===== src/inc/rxwb_pkg.sv =====
/*
 Shared constants of the receive status write-back block:
 status word layout, register offsets, event bits.
 Assumes a 32-bit AHB-Lite register bus.
*/
package rxwb_pkg;
    localparam int OWN_B = 31;
    localparam int FF_B = 30;
    localparam int LEN_HI = 29;
    localparam int LEN_LO = 16;
    localparam int LEN_W = 14;
    localparam int ES_B = 15;
    localparam int TRUNC_B = 14;
    localparam int SRC_HI = 13;
    localparam int SRC_LO = 12;
    localparam int RUNT_B = 11;
    localparam int FIRST_B = 9;
    localparam int FINAL_B = 8;
    localparam int LONG_B = 7;
    localparam int COLL_B = 6;
    localparam int CRC_B = 1;
    localparam int MODE_RA_B = 30;
    localparam int MODE_HI = 11;
    localparam int MODE_LO = 10;
    localparam int MODE_PB_B = 3;
    localparam logic [13:0] MIN_FF_LEN = 14'h0040;
    localparam logic [1:0] SRC_LINE = 2'h0;
    localparam logic [1:0] SRC_INT_LB = 2'h1;
    localparam logic [1:0] SRC_EXT_LB = 2'h2;
    localparam logic [7:0] A_MODE = 8'h00;
    localparam logic [7:0] A_LAST = 8'h04;
    localparam logic [7:0] A_ISTAT = 8'h08;
    localparam logic [7:0] A_IMASK = 8'h0C;
    localparam logic [31:0] MODE_MASK = 32'h4000_0C08;
    localparam int EV_W = 4;
    localparam int EV_DONE = 0;
    localparam int EV_TRUNC = 1;
    localparam int EV_DROP = 2;
    localparam int EV_NODESC = 3;
    localparam logic [1:0] HT_NONSEQ = 2'h2;
    typedef enum logic [2:0] {
        ST_IDLE, ST_RUN, ST_WAIT, ST_DISCARD, ST_WRITE
    } rxwb_state_t;
endpackage


===== src/core/rxwb_core.sv =====
/*
 Receive descriptor status word builder and write-back engine,
 with AHB-Lite registers and a masked interrupt.
 Assumes receive path strobes on the same clock and a
 write-back port held until the memory side accepts the word.
*/
// Added by the designer: the register addresses and the AHB-Lite register port.
// Behaviour
// - Own descriptor only while ownership bit set
// - Clear ownership on frame end or full; a runt frame dropped without pass-bad writes no word back
// - Filter fail only with receive-all on
// - Filter fail final descriptor, 64+ bytes
// - Length counts bytes moved, CRC included
// - Length valid final, truncation clear only; the truncated final word also carries cnt_r
// - Time-out reports only transferred byte count
// - Error summary ORs crc/coll/long/runt/trunc
// - Summary and truncation only in final
// - Overflow without next descriptor truncates frame
// - Source code 00 line, 01/10 loopback
// - Source code taken from operating mode
// - Final-buffer bit set at frame end
// - Runt frames kept only with pass-bad
`timescale 1ns/1ps
module rxwb_core
    import rxwb_pkg::*;
(
    input wire logic clk_sys,
    input wire logic rst,
    input wire logic hsel,
    input wire logic [31:0] haddr,
    input wire logic [1:0] htrans,
    input wire logic hwrite,
    input wire logic [2:0] hsize,
    input wire logic [31:0] hwdata,
    input wire logic hready,
    output logic hreadyout,
    output logic [31:0] hrdata,
    output logic hresp,
    input wire logic desc_load,
    input wire logic desc_own,
    input wire logic next_own,
    input wire logic byte_stb,
    input wire logic buf_full,
    input wire logic frame_end,
    input wire logic err_crc,
    input wire logic err_coll,
    input wire logic err_long,
    input wire logic err_runt,
    input wire logic addr_fail,
    input wire logic rx_timeout,
    input wire logic [11:0] misc_bits,
    output logic wb_valid,
    output logic [31:0] wb_word,
    input wire logic wb_ready,
    output logic irq
);
    function automatic logic [1:0] src_code(input logic [1:0] m);
        case (m)
            2'h1: src_code = SRC_INT_LB;
            2'h2: src_code = SRC_EXT_LB;
            default: src_code = SRC_LINE;
        endcase
    endfunction

    rxwb_state_t state_r;
    rxwb_state_t after_r;
    logic [31:0] mode_r;
    logic [31:0] last_r;
    logic [EV_W-1:0] istat_r;
    logic [EV_W-1:0] imask_r;
    logic [LEN_W-1:0] cnt_r;
    logic first_r;
    logic [31:0] wb_word_r;
    logic [EV_W-1:0] ev;
    logic [7:0] a_addr_r;
    logic a_wr_r;
    logic [31:0] hrdata_r;
    logic [1:0] src;
    logic ff_ok;
    logic drop;
    logic [31:0] fin_word;
    logic [31:0] mid_word;
    logic [31:0] trunc_word;
    logic a_phase;

    assign src = src_code(mode_r[MODE_HI:MODE_LO]);
    assign ff_ok = mode_r[MODE_RA_B] && addr_fail && (cnt_r >= MIN_FF_LEN);
    assign drop = err_runt && !mode_r[MODE_PB_B];

    always_comb begin
        fin_word = {20'h0_0000, misc_bits};
        fin_word[OWN_B] = 1'b0;
        fin_word[FF_B] = ff_ok;
        fin_word[LEN_HI:LEN_LO] = cnt_r;
        fin_word[ES_B] = err_crc | err_coll | err_long | err_runt;
        fin_word[TRUNC_B] = 1'b0;
        fin_word[SRC_HI:SRC_LO] = src;
        fin_word[RUNT_B] = err_runt;
        fin_word[FIRST_B] = first_r;
        fin_word[FINAL_B] = 1'b1;
        fin_word[LONG_B] = err_long;
        fin_word[COLL_B] = err_coll;
        fin_word[CRC_B] = err_crc;
    end

    always_comb begin
        mid_word = 32'h0000_0000;
        mid_word[SRC_HI:SRC_LO] = src;
        mid_word[FIRST_B] = first_r;
        trunc_word = mid_word;
        trunc_word[FINAL_B] = 1'b1;
        trunc_word[TRUNC_B] = 1'b1;
        trunc_word[ES_B] = 1'b1;
        trunc_word[LEN_HI:LEN_LO] = cnt_r;
    end

    always_comb begin
        ev = '0;
        if (state_r == ST_WRITE && wb_ready && after_r == ST_IDLE) begin
            ev[EV_DONE] = 1'b1;
        end
        if (state_r == ST_RUN && buf_full && !frame_end && !next_own) begin
            ev[EV_TRUNC] = 1'b1;
        end
        if (state_r == ST_RUN && frame_end && drop) begin
            ev[EV_DROP] = 1'b1;
        end
        if ((state_r == ST_IDLE || state_r == ST_WAIT) && desc_load && !desc_own) begin
            ev[EV_NODESC] = 1'b1;
        end
    end

    // Descriptor sequencing
    always_ff @(posedge clk_sys or posedge rst) begin
        if (rst) begin
            state_r <= ST_IDLE;
            after_r <= ST_IDLE;
            wb_word_r <= 32'h0000_0000;
            first_r <= 1'b0;
        end else begin
            case (state_r)
                ST_IDLE: begin
                    if (desc_load && desc_own) begin
                        state_r <= ST_RUN;
                        first_r <= 1'b1;
                    end
                end
                ST_RUN: begin
                    if (frame_end) begin
                        if (drop) begin
                            state_r <= ST_IDLE;
                        end else begin
                            wb_word_r <= fin_word;
                            after_r <= ST_IDLE;
                            state_r <= ST_WRITE;
                        end
                    end else if (buf_full) begin
                        state_r <= ST_WRITE;
                        if (next_own) begin
                            wb_word_r <= mid_word;
                            after_r <= ST_WAIT;
                        end else begin
                            wb_word_r <= trunc_word;
                            after_r <= ST_DISCARD;
                        end
                    end
                end
                ST_WAIT: begin
                    if (desc_load) begin
                        state_r <= desc_own ? ST_RUN : ST_DISCARD;
                        first_r <= 1'b0;
                    end
                end
                ST_DISCARD: begin
                    if (frame_end) begin
                        state_r <= ST_IDLE;
                    end
                end
                ST_WRITE: begin
                    if (wb_ready) begin
                        state_r <= after_r;
                    end
                end
                default: state_r <= ST_IDLE;
            endcase
        end
    end

    // Transferred byte count
    always_ff @(posedge clk_sys or posedge rst) begin
        if (rst) begin
            cnt_r <= '0;
        end else if (state_r == ST_IDLE) begin
            cnt_r <= '0;
        end else if (state_r == ST_RUN && byte_stb && !(&cnt_r)) begin
            cnt_r <= cnt_r + 1'b1;
        end
    end

    assign wb_valid = (state_r == ST_WRITE);
    assign wb_word = wb_word_r;

    // Last word written back
    always_ff @(posedge clk_sys or posedge rst) begin
        if (rst) begin
            last_r <= 32'h0000_0000;
        end else if (wb_valid && wb_ready) begin
            last_r <= wb_word_r;
        end
    end

    // Bus address phase capture
    assign a_phase = hsel && hready && htrans == HT_NONSEQ;
    always_ff @(posedge clk_sys or posedge rst) begin
        if (rst) begin
            a_addr_r <= 8'h00;
            a_wr_r <= 1'b0;
        end else begin
            a_wr_r <= a_phase && hwrite;
            if (a_phase) begin
                a_addr_r <= haddr[7:0];
            end
        end
    end

    // Read data for the data phase
    always_ff @(posedge clk_sys or posedge rst) begin
        if (rst) begin
            hrdata_r <= 32'h0000_0000;
        end else if (a_phase && !hwrite) begin
            case (haddr[7:0])
                A_MODE: hrdata_r <= mode_r;
                A_LAST: hrdata_r <= last_r;
                A_ISTAT: hrdata_r <= {{(32-EV_W){1'b0}}, istat_r};
                A_IMASK: hrdata_r <= {{(32-EV_W){1'b0}}, imask_r};
                default: hrdata_r <= 32'h0000_0000;
            endcase
        end
    end

    assign hreadyout = 1'b1;
    assign hresp = 1'b0;
    assign hrdata = hrdata_r;

    // Configuration registers
    always_ff @(posedge clk_sys or posedge rst) begin
        if (rst) begin
            mode_r <= 32'h0000_0000;
            imask_r <= '0;
        end else if (a_wr_r) begin
            if (a_addr_r == A_MODE) begin
                mode_r <= hwdata & MODE_MASK;
            end
            if (a_addr_r == A_IMASK) begin
                imask_r <= hwdata[EV_W-1:0];
            end
        end
    end

    // Sticky events, set wins over clear
    always_ff @(posedge clk_sys or posedge rst) begin
        if (rst) begin
            istat_r <= '0;
        end else begin
            for (int i = 0; i < EV_W; i++) begin
                if (ev[i]) begin
                    istat_r[i] <= 1'b1;
                end else if (a_wr_r && a_addr_r == A_ISTAT && hwdata[i]) begin
                    istat_r[i] <= 1'b0;
                end
            end
        end
    end

    assign irq = |(istat_r & imask_r);

    a_own_cleared: assert property (@(posedge clk_sys) disable iff (rst)
        wb_valid |-> !wb_word[OWN_B])
        else $error("ownership not returned");
    a_ff_needs_ra: assert property (@(posedge clk_sys) disable iff (rst)
        wb_valid && wb_word[FF_B] |-> mode_r[MODE_RA_B])
        else $error("filter fail without receive-all");
    a_ff_len_min: assert property (@(posedge clk_sys) disable iff (rst)
        wb_valid && wb_word[FF_B] |-> wb_word[FINAL_B] && wb_word[LEN_HI:LEN_LO] >= MIN_FF_LEN)
        else $error("filter fail on short or mid word");
    a_es_or: assert property (@(posedge clk_sys) disable iff (rst)
        wb_valid && wb_word[FINAL_B] |-> wb_word[ES_B] == (wb_word[CRC_B] | wb_word[COLL_B]
        | wb_word[LONG_B] | wb_word[RUNT_B] | wb_word[TRUNC_B]))
        else $error("error summary mismatch");
    a_mid_clean: assert property (@(posedge clk_sys) disable iff (rst)
        wb_valid && !wb_word[FINAL_B] |-> !wb_word[ES_B] && !wb_word[TRUNC_B])
        else $error("error flags in mid word");
    a_trunc_next: assert property (@(posedge clk_sys) disable iff (rst)
        state_r == ST_RUN && buf_full && !frame_end && !next_own
        |=> wb_valid && wb_word[TRUNC_B] && wb_word[FINAL_B])
        else $error("truncation not reported");
    a_src_mode: assert property (@(posedge clk_sys) disable iff (rst)
        wb_valid && $stable(mode_r) |-> wb_word[SRC_HI:SRC_LO] == src_code(mode_r[MODE_HI:MODE_LO]))
        else $error("source code not from mode");
    a_final_end: assert property (@(posedge clk_sys) disable iff (rst)
        state_r == ST_RUN && frame_end && !drop |=> wb_valid && wb_word[FINAL_B])
        else $error("final bit missing at frame end");
    a_runt_drop: assert property (@(posedge clk_sys) disable iff (rst)
        state_r == ST_RUN && frame_end && drop |=> state_r == ST_IDLE && !wb_valid)
        else $error("runt frame delivered");
    a_own_gate: assert property (@(posedge clk_sys) disable iff (rst)
        state_r == ST_IDLE && desc_load && !desc_own |=> state_r == ST_IDLE)
        else $error("host descriptor taken");
    a_run_take: assert property (@(posedge clk_sys) disable iff (rst)
        state_r == ST_IDLE && desc_load && desc_own |=> state_r == ST_RUN)
        else $error("owned descriptor not taken");
    a_wait_discard: assert property (@(posedge clk_sys) disable iff (rst)
        state_r == ST_WAIT && desc_load && !desc_own |=> state_r == ST_DISCARD)
        else $error("host descriptor used mid frame");
    a_buf_mid: assert property (@(posedge clk_sys) disable iff (rst)
        state_r == ST_RUN && buf_full && !frame_end && next_own
        |=> wb_valid && !wb_word[OWN_B] && !wb_word[FINAL_B])
        else $error("full buffer not handed back");
    a_wb_hold: assert property (@(posedge clk_sys) disable iff (rst)
        wb_valid && !wb_ready |=> wb_valid && $stable(wb_word))
        else $error("status word dropped while stalled");
    a_ff_off: assert property (@(posedge clk_sys) disable iff (rst)
        state_r == ST_RUN && frame_end && !drop && !mode_r[MODE_RA_B] |=> !wb_word[FF_B])
        else $error("filter fail set with receive-all off");
    a_cnt_idle: assert property (@(posedge clk_sys) disable iff (rst)
        state_r == ST_IDLE |=> cnt_r == '0)
        else $error("byte count not cleared");
    a_cnt_step: assert property (@(posedge clk_sys) disable iff (rst)
        state_r == ST_RUN && byte_stb && !(&cnt_r) |=> cnt_r == $past(cnt_r) + 1'b1)
        else $error("byte not counted");
    a_final_len: assert property (@(posedge clk_sys) disable iff (rst)
        state_r == ST_RUN && frame_end && !drop |=> wb_word[LEN_HI:LEN_LO] == $past(cnt_r))
        else $error("length not transferred count");
    a_mid_len: assert property (@(posedge clk_sys) disable iff (rst)
        wb_valid && !wb_word[FINAL_B] |-> wb_word[LEN_HI:LEN_LO] == '0)
        else $error("length in mid word");
    a_timeout_len: assert property (@(posedge clk_sys) disable iff (rst)
        state_r == ST_RUN && frame_end && rx_timeout && !drop
        |=> wb_valid && wb_word[LEN_HI:LEN_LO] == $past(cnt_r))
        else $error("time-out length wrong");
    a_trunc_final: assert property (@(posedge clk_sys) disable iff (rst)
        wb_valid && wb_word[TRUNC_B] |-> wb_word[FINAL_B] && wb_word[ES_B])
        else $error("truncation outside final word");
    a_src_legal: assert property (@(posedge clk_sys) disable iff (rst)
        wb_valid |-> wb_word[SRC_HI:SRC_LO] == SRC_LINE || wb_word[SRC_HI:SRC_LO] == SRC_INT_LB
        || wb_word[SRC_HI:SRC_LO] == SRC_EXT_LB)
        else $error("reserved source code");
    a_runt_keep: assert property (@(posedge clk_sys) disable iff (rst)
        state_r == ST_RUN && frame_end && err_runt && mode_r[MODE_PB_B] |=> wb_valid && wb_word[RUNT_B])
        else $error("runt frame not kept");
endmodule


===== config.mk =====
export PLATFORM = sky130hd
export DESIGN_NAME = rxwb_core
export DESIGN_NICKNAME = d
export VERILOG_FILES = /design/src/inc/rxwb_pkg.sv /design/src/core/rxwb_core.sv
export SDC_FILE = /design/constraint.sdc
export NUM_CORES = 1
export LEC_CHECK = 0
export ABC_AREA = 1
export CAP_MARGIN = 0
export CORE_AREA = 4 4 146 148
export DETAILED_ROUTE_END_ITERATION = 8
export DIE_AREA = 0 0 150 152
export DONT_BUFFER_PORTS = 1
export SYNTH_ARGS = -nofsm -noshare
export SYNTH_HDL_FRONTEND = slang
export SYNTH_SLANG_ARGS = --single-unit

===== constraint.sdc =====
create_clock -name clk_sys -period 3.7 [get_ports clk_sys]
set_input_delay 0.185 -clock clk_sys [delete_from_list [all_inputs] [get_ports clk_sys]]
set_output_delay 0.185 -clock clk_sys [all_outputs]
set_load 0.005 [all_outputs]

---- Yosys cells after proc, flatten, opt, wreduce, memory -nomap -nowiden ----
Cells that the tools add are included.
word-level totals
  flip-flop bits (word level) ............. 138
  latch bits .............................. 0
  RAM bits ................................ 0
  ROM bits ................................ 0
  input bits .............................. 99
  output and inout bits ................... 68
  word-level logic and storage cells ...... 124
  memories ................................ 0
cells by class
  add/sub/neg operators ................... 1
  multiply operators ...................... 0
  div/mod/pow operators ................... 0
  order comparisons ....................... 1
  equal/unequal tests ..................... 18
  shift operators ......................... 0
  multiplexer cells ....................... 36
  bitwise logic cells ..................... 4
  reduce and logical (&&, ||, !) cells .... 49
operators with widths
  operator                 number
  $pmux W32 S4             1
  $mux W32                 3
  $eq A8 B4 Y1 const B     4
  $mux W3                  10
  $mux W30                 1
  $mux W14                 2
  $logic_and A1 B1 Y1      24
  $logic_not A8 Y1         2
  $mux W1                  15
  $pmux W3 S5              1
  $add A14 B1 Y14 const B  1
  $ge A14 B7 Y1 const B    1
  $reduce_and A14 Y1       1
  $reduce_bool A2 Y1       7
  $eq A8 B3 Y1 const B     1
  $eq A3 B2 Y1 const B     2
  $logic_not A1 Y1         6
  $logic_not A3 Y1         2
  $ne A2 B2 Y1 const B     3
  $reduce_and A3 Y1        2
  $reduce_and A5 Y1        1
  $and A4 B4 Y4            1
  $eq A2 B2 Y1 const B     2
  $ne A2 B1 Y1 const B     2
  11 further kinds         14

---- Logic depth before layout (Yosys ltp) ----
  depth in word-level cells ............... 6
  depth in mapped cells ................... 10
  depth with buffers taken out ............ 10

---- Worst setup path after synthesis ----
No wires, ideal clock.
  path kind ............................... flip-flop to flip-flop
  from .................................... register cnt_r[0]
  to ...................................... register cnt_r[2]
  setup time .............................. 123 ps
  data arrival time ....................... 1298 ps
  data required time ...................... 3577 ps
  slack ................................... 2279 ps
  stages on the path, launching flop included .. 11
  path buffers ............................ 1
  clock period less this slack ............ 1421 ps
  cell sequence ........................... dfrtp_1 > ha_1 > nand2_1 > nor2_2 > nand2_2 > clkinv_2 > nand2_2 > nand2_4 > buf_8 > nand3_1 > o21ai_1
on the way
  cells in the longest elaborated chain, start to end .. 4
  elaborated cells between the ends (all ways) .. 7
  classes of those cells .................. add/sub (1); mux (2); reduce/logical (4)
ends and longest elaborated chain
  item                                                                     line              RTL
  start, declared                                                          rxwb_core.sv:71   logic [LEN_W-1:0] cnt_r;
  start signal, assigned                                                   rxwb_core.sv:196  cnt_r <= cnt_r + 1'b1;
  parallel branches: the longest is 4 deep, another holds $add A14 B1 Y14  n/a
Several ways; the timed one is not identified. The select of a mux whose other input is x is not followed.
A chain may end at the register's enable or synchronous reset.

---- Worst setup path after layout ----
  from .................................... register a_addr_r[0]
  to ...................................... register istat_r[3]
on the way
  cells in the longest elaborated chain, start to end .. 4
ends and longest elaborated chain
  item                                 line              RTL
  start, declared                      rxwb_core.sv:75   logic [7:0] a_addr_r;
  start signal, assigned               rxwb_core.sv:221  a_addr_r <= haddr[7:0];
  $eq A8 B4 Y1                         rxwb_core.sv:268  end else if (a_wr_r && a_addr_r == A_ISTAT && hwdata[i]) begin
  $logic_and A1 B1 Y1 (2 in a row)     rxwb_core.sv:268
  $reduce_bool A2 Y1 (no source line)  n/a
  end signal, assigned                 rxwb_core.sv:263  istat_r <= '0;
  end signal, assigned by index        rxwb_core.sv:267  istat_r[i] <= 1'b1;
  end signal, assigned by index        rxwb_core.sv:269  istat_r[i] <= 1'b0;
  end, declared                        rxwb_core.sv:69   logic [EV_W-1:0] istat_r;
No other way between the ends.

==> results.cfg <==
[timing]
slew_headroom = 0.314
fin_skew_ns = 0.00677
tightest_slew_ns = 1.02
fmax_mhz = 467
fin_setup_tns_ns = 0
setup_violations = 0
hold_viol = 0
finalCritPeriodShare = 0.578
grt_setup_unrepaired = false
min_period_ns = 2.14
slew_viol_final = 0

[clocking]
cts_tree = built
cts.path.max_buffers = 2
cts_root_buf = clkbuf_16
cts.sinks = 133
cts_setup_buffers = 0
cts_buffers = 17
clk_pin_slew_ns = 0.05
cts_max_level = 4
cts_resized = 0
clock_latency_ns = 0.42

[synth]
yosys_register_bits = 133
synthesis.area_um2 = 5880
ys.warnings.count = 0
yosys-top-cells-area = dfrtp_1, nand2_1, nand3_1
ys_seq_area_frac = 0.566
ys_types = 34
synth_top_cell_area_share = 0.566
netlist_instances = 718
ys.flop_type = dfrtp_1
synth_area_leader_cell = dfrtp_1
synth_enable_flop_cells = 0
avgSynthCellArea_um2 = 8.19
async_flop_share = 1.00

[power_and_ir_drop]
vdd_ir_drop_max_v = 0.000279
internal-power_uw = 2930
seqPwrFrac = 0.457
switchingPower_uw = 1310
clkPwrFrac = 0.377
p_per_area_nw_per_um2 = 600
switching_share = 0.310
combPwrFrac = 0.167
p_leak_uw = 0.00355

[placed_design]
dp_hpwl_mm = 10.8
placed_area_um2 = 6110
gp_congestion = 0.845
port_buffers = 0

[critical_path]
r2r-start = a_addr_r[0]
worstPathRequired_ns = 4.00
slowest_delay_ns = 0.57
critPathMaxFanout = 5
r2r_cells = 6
start_kind = flip-flop
cp_cell_sequence = or2_2 > nor2_1 > nand2_1 > o21ai_0 > o31ai_1 > dlygate4sd3_1
path_class = flip-flop to flip-flop
crit_path_end = istat_r[3]
timing.rr.end = istat_r[3]
arrival_ns = 2.44
crit_start = a_addr_r[0]
cp-end-kind = flip-flop
crit_slowest_cell = dlygate4sd3_1
timing.reg2reg.setup_slack_ns = 1.56

[route]
viasPerCell = 4.50
drt.antenna.violating_nets = 0
drt-initial-drc-count = 345
wire_per_inst_um = 14.9
num_vias = 4675
drc_errors = 0
drt-total-wl_mm = 15.5
dr.pass1.iters = 7

[die]
core_area_um2 = 20000
pin_count = 167
initial_utilization = 0.293
rows = 52
die_area_um2 = 22800
die_w_um = 150
die_h_um = 152

[outcome]
status = finished, final reports clean

[global_route]
grt_use_total = 0.144
grt_pass1_wl_mm = 25.6
grt_overflow_total = 0
grt_pass1_vias = 4680
antenna_found_initial = 1
grt_max_degree = 134

[final_layout]
layout_commonest_cell = nand2_1
syn_to_final_growth_pct = 20.2
fillers = 2150
design_area_um2 = 7070
regArea_um2 = 3330
final_cell_mix = nand2_1, dfrtp_1, inv_1
final_nets = 857
final_layout_size_suffix_gt1_frac = 0.0651
multi_input_area_um2 = 2170

[job]
cap_violations = 0

[min_path]
hold_class = primary input to flip-flop
min_from = wb_ready
-- area by class of cell --
cell class | instances | share of cell area
Antenna cell | 1 | 0.000354
Clock buffer | 24 | 0.0695
Clock inverter | 7 | 0.0103
Inverter | 60 | 0.0326
Multi-Input combinational cell | 501 | 0.308
Sequential cell | 133 | 0.471
Tap cell | 270 | 0.0478
Timing Repair Buffer | 43 | 0.0612
-- flip-flops by register name, indices dropped and copies added, names as in the netlist --
signal and cells:
hrdata 31, last_r 31, wb_word 30, cnt_r 14, a_addr_r 8, imask_r 4, istat_r 4, mode_r 4
state_r 3, after_r 2, a_wr_r 1, first_r 1
-- per-layer routing --
layer | part of all wire | up-vias | track usage
li1 | - | 2337 | -
met1 | 0.44 | 2189 | 0.186
met2 | 0.46 | 123 | 0.215
met3 | 0.079 | 26 | 0.0581
met4 | 0.025 | 0 | 0.0553
met5 | 0 | - | 0
-- stage by stage --
stage,cells,setup WS [ns],utilization,hold WS [ns],total power [uW]
after global routing,1039,1.38,0.353,0.0114,4500
after floorplan,720,1.86,-,0.281,2420
after CTS,1038,1.50,0.353,0.00173,4290
final,1039,1.56,0.353,0.0198,4240
after detailed placement,968,1.76,0.305,0.310,2630
after global placement,968,1.75,0.305,0.308,2610
-- logic make-up (layout without fill, tap and decap cells) --
family	count (synthesis)	count (layout)	share of synthesized area
simple gates	417	417	0.292
flops	133	133	0.566
buf+inv	86	134	0.0655
compound gates	74	74	0.0653
xor+xnor	4	4	0.00596
fa+ha+maj	2	2	0.00425
other cells	2	5	0.00128
-- critical path: cells and delay by family, from the launching register on --
family | cells | cell delay, ns
flip-flops | 1 | 0.38
AND/OR/NAND/NOR | 3 | 0.74
AO/OA/AOI/OAI | 2 | 0.35
buffers and inverters | 1 | 0.57
-- cells in the mapped netlist (all sizes together) (2+ instances only) --
| cell | instances |
|---|---|
| xor2 | 2 |
| dfrtp | 133 |
| clkbuf | 5 |
| nand3 | 50 |
| xnor2 | 2 |
| nor2 | 38 |
| ha | 2 |
| a21oi | 3 |
| nand3b | 2 |
| buf | 21 |
| conb | 2 |
| o31ai | 2 |
| nand2 | 313 |
| nor3 | 3 |
| o21ai | 66 |
| nand4 | 9 |
| inv | 59 |
-- power by group through the flow --
stage | Clock (uW) | Combinational (uW) | Sequential (uW)
after floorplan | 0 | 547 | 1870
after global placement | 0 | 651 | 1960
after detailed placement | 0 | 665 | 1970
after CTS | 1630 | 717 | 1940
after global routing | 1700 | 827 | 1980
final | 1600 | 707 | 1940
-- what timing repair did --
item | in CTS | in global routing
endpoints found under the hold margin | 167 | 0
setup endpoints to repair | 0 | 0
hold buffers | 39 | 0
-- how the worst min path moves through the flow --
| stage | to | slack (ns) | depth (start not counted) |
|---|---|---|---|
| floorplan | istat_r[3] | 0.28 | 1 |
| global placement | istat_r[3] | 0.31 | 1 |
| detailed placement | istat_r[3] | 0.31 | 1 |
| CTS | state_r[2] | 0.002 | 3 |
| global route | state_r[2] | 0.01 | 3 |
| finish | state_r[2] | 0.02 | 3 |
Note: power is estimated with default switching activity, not from simulation.
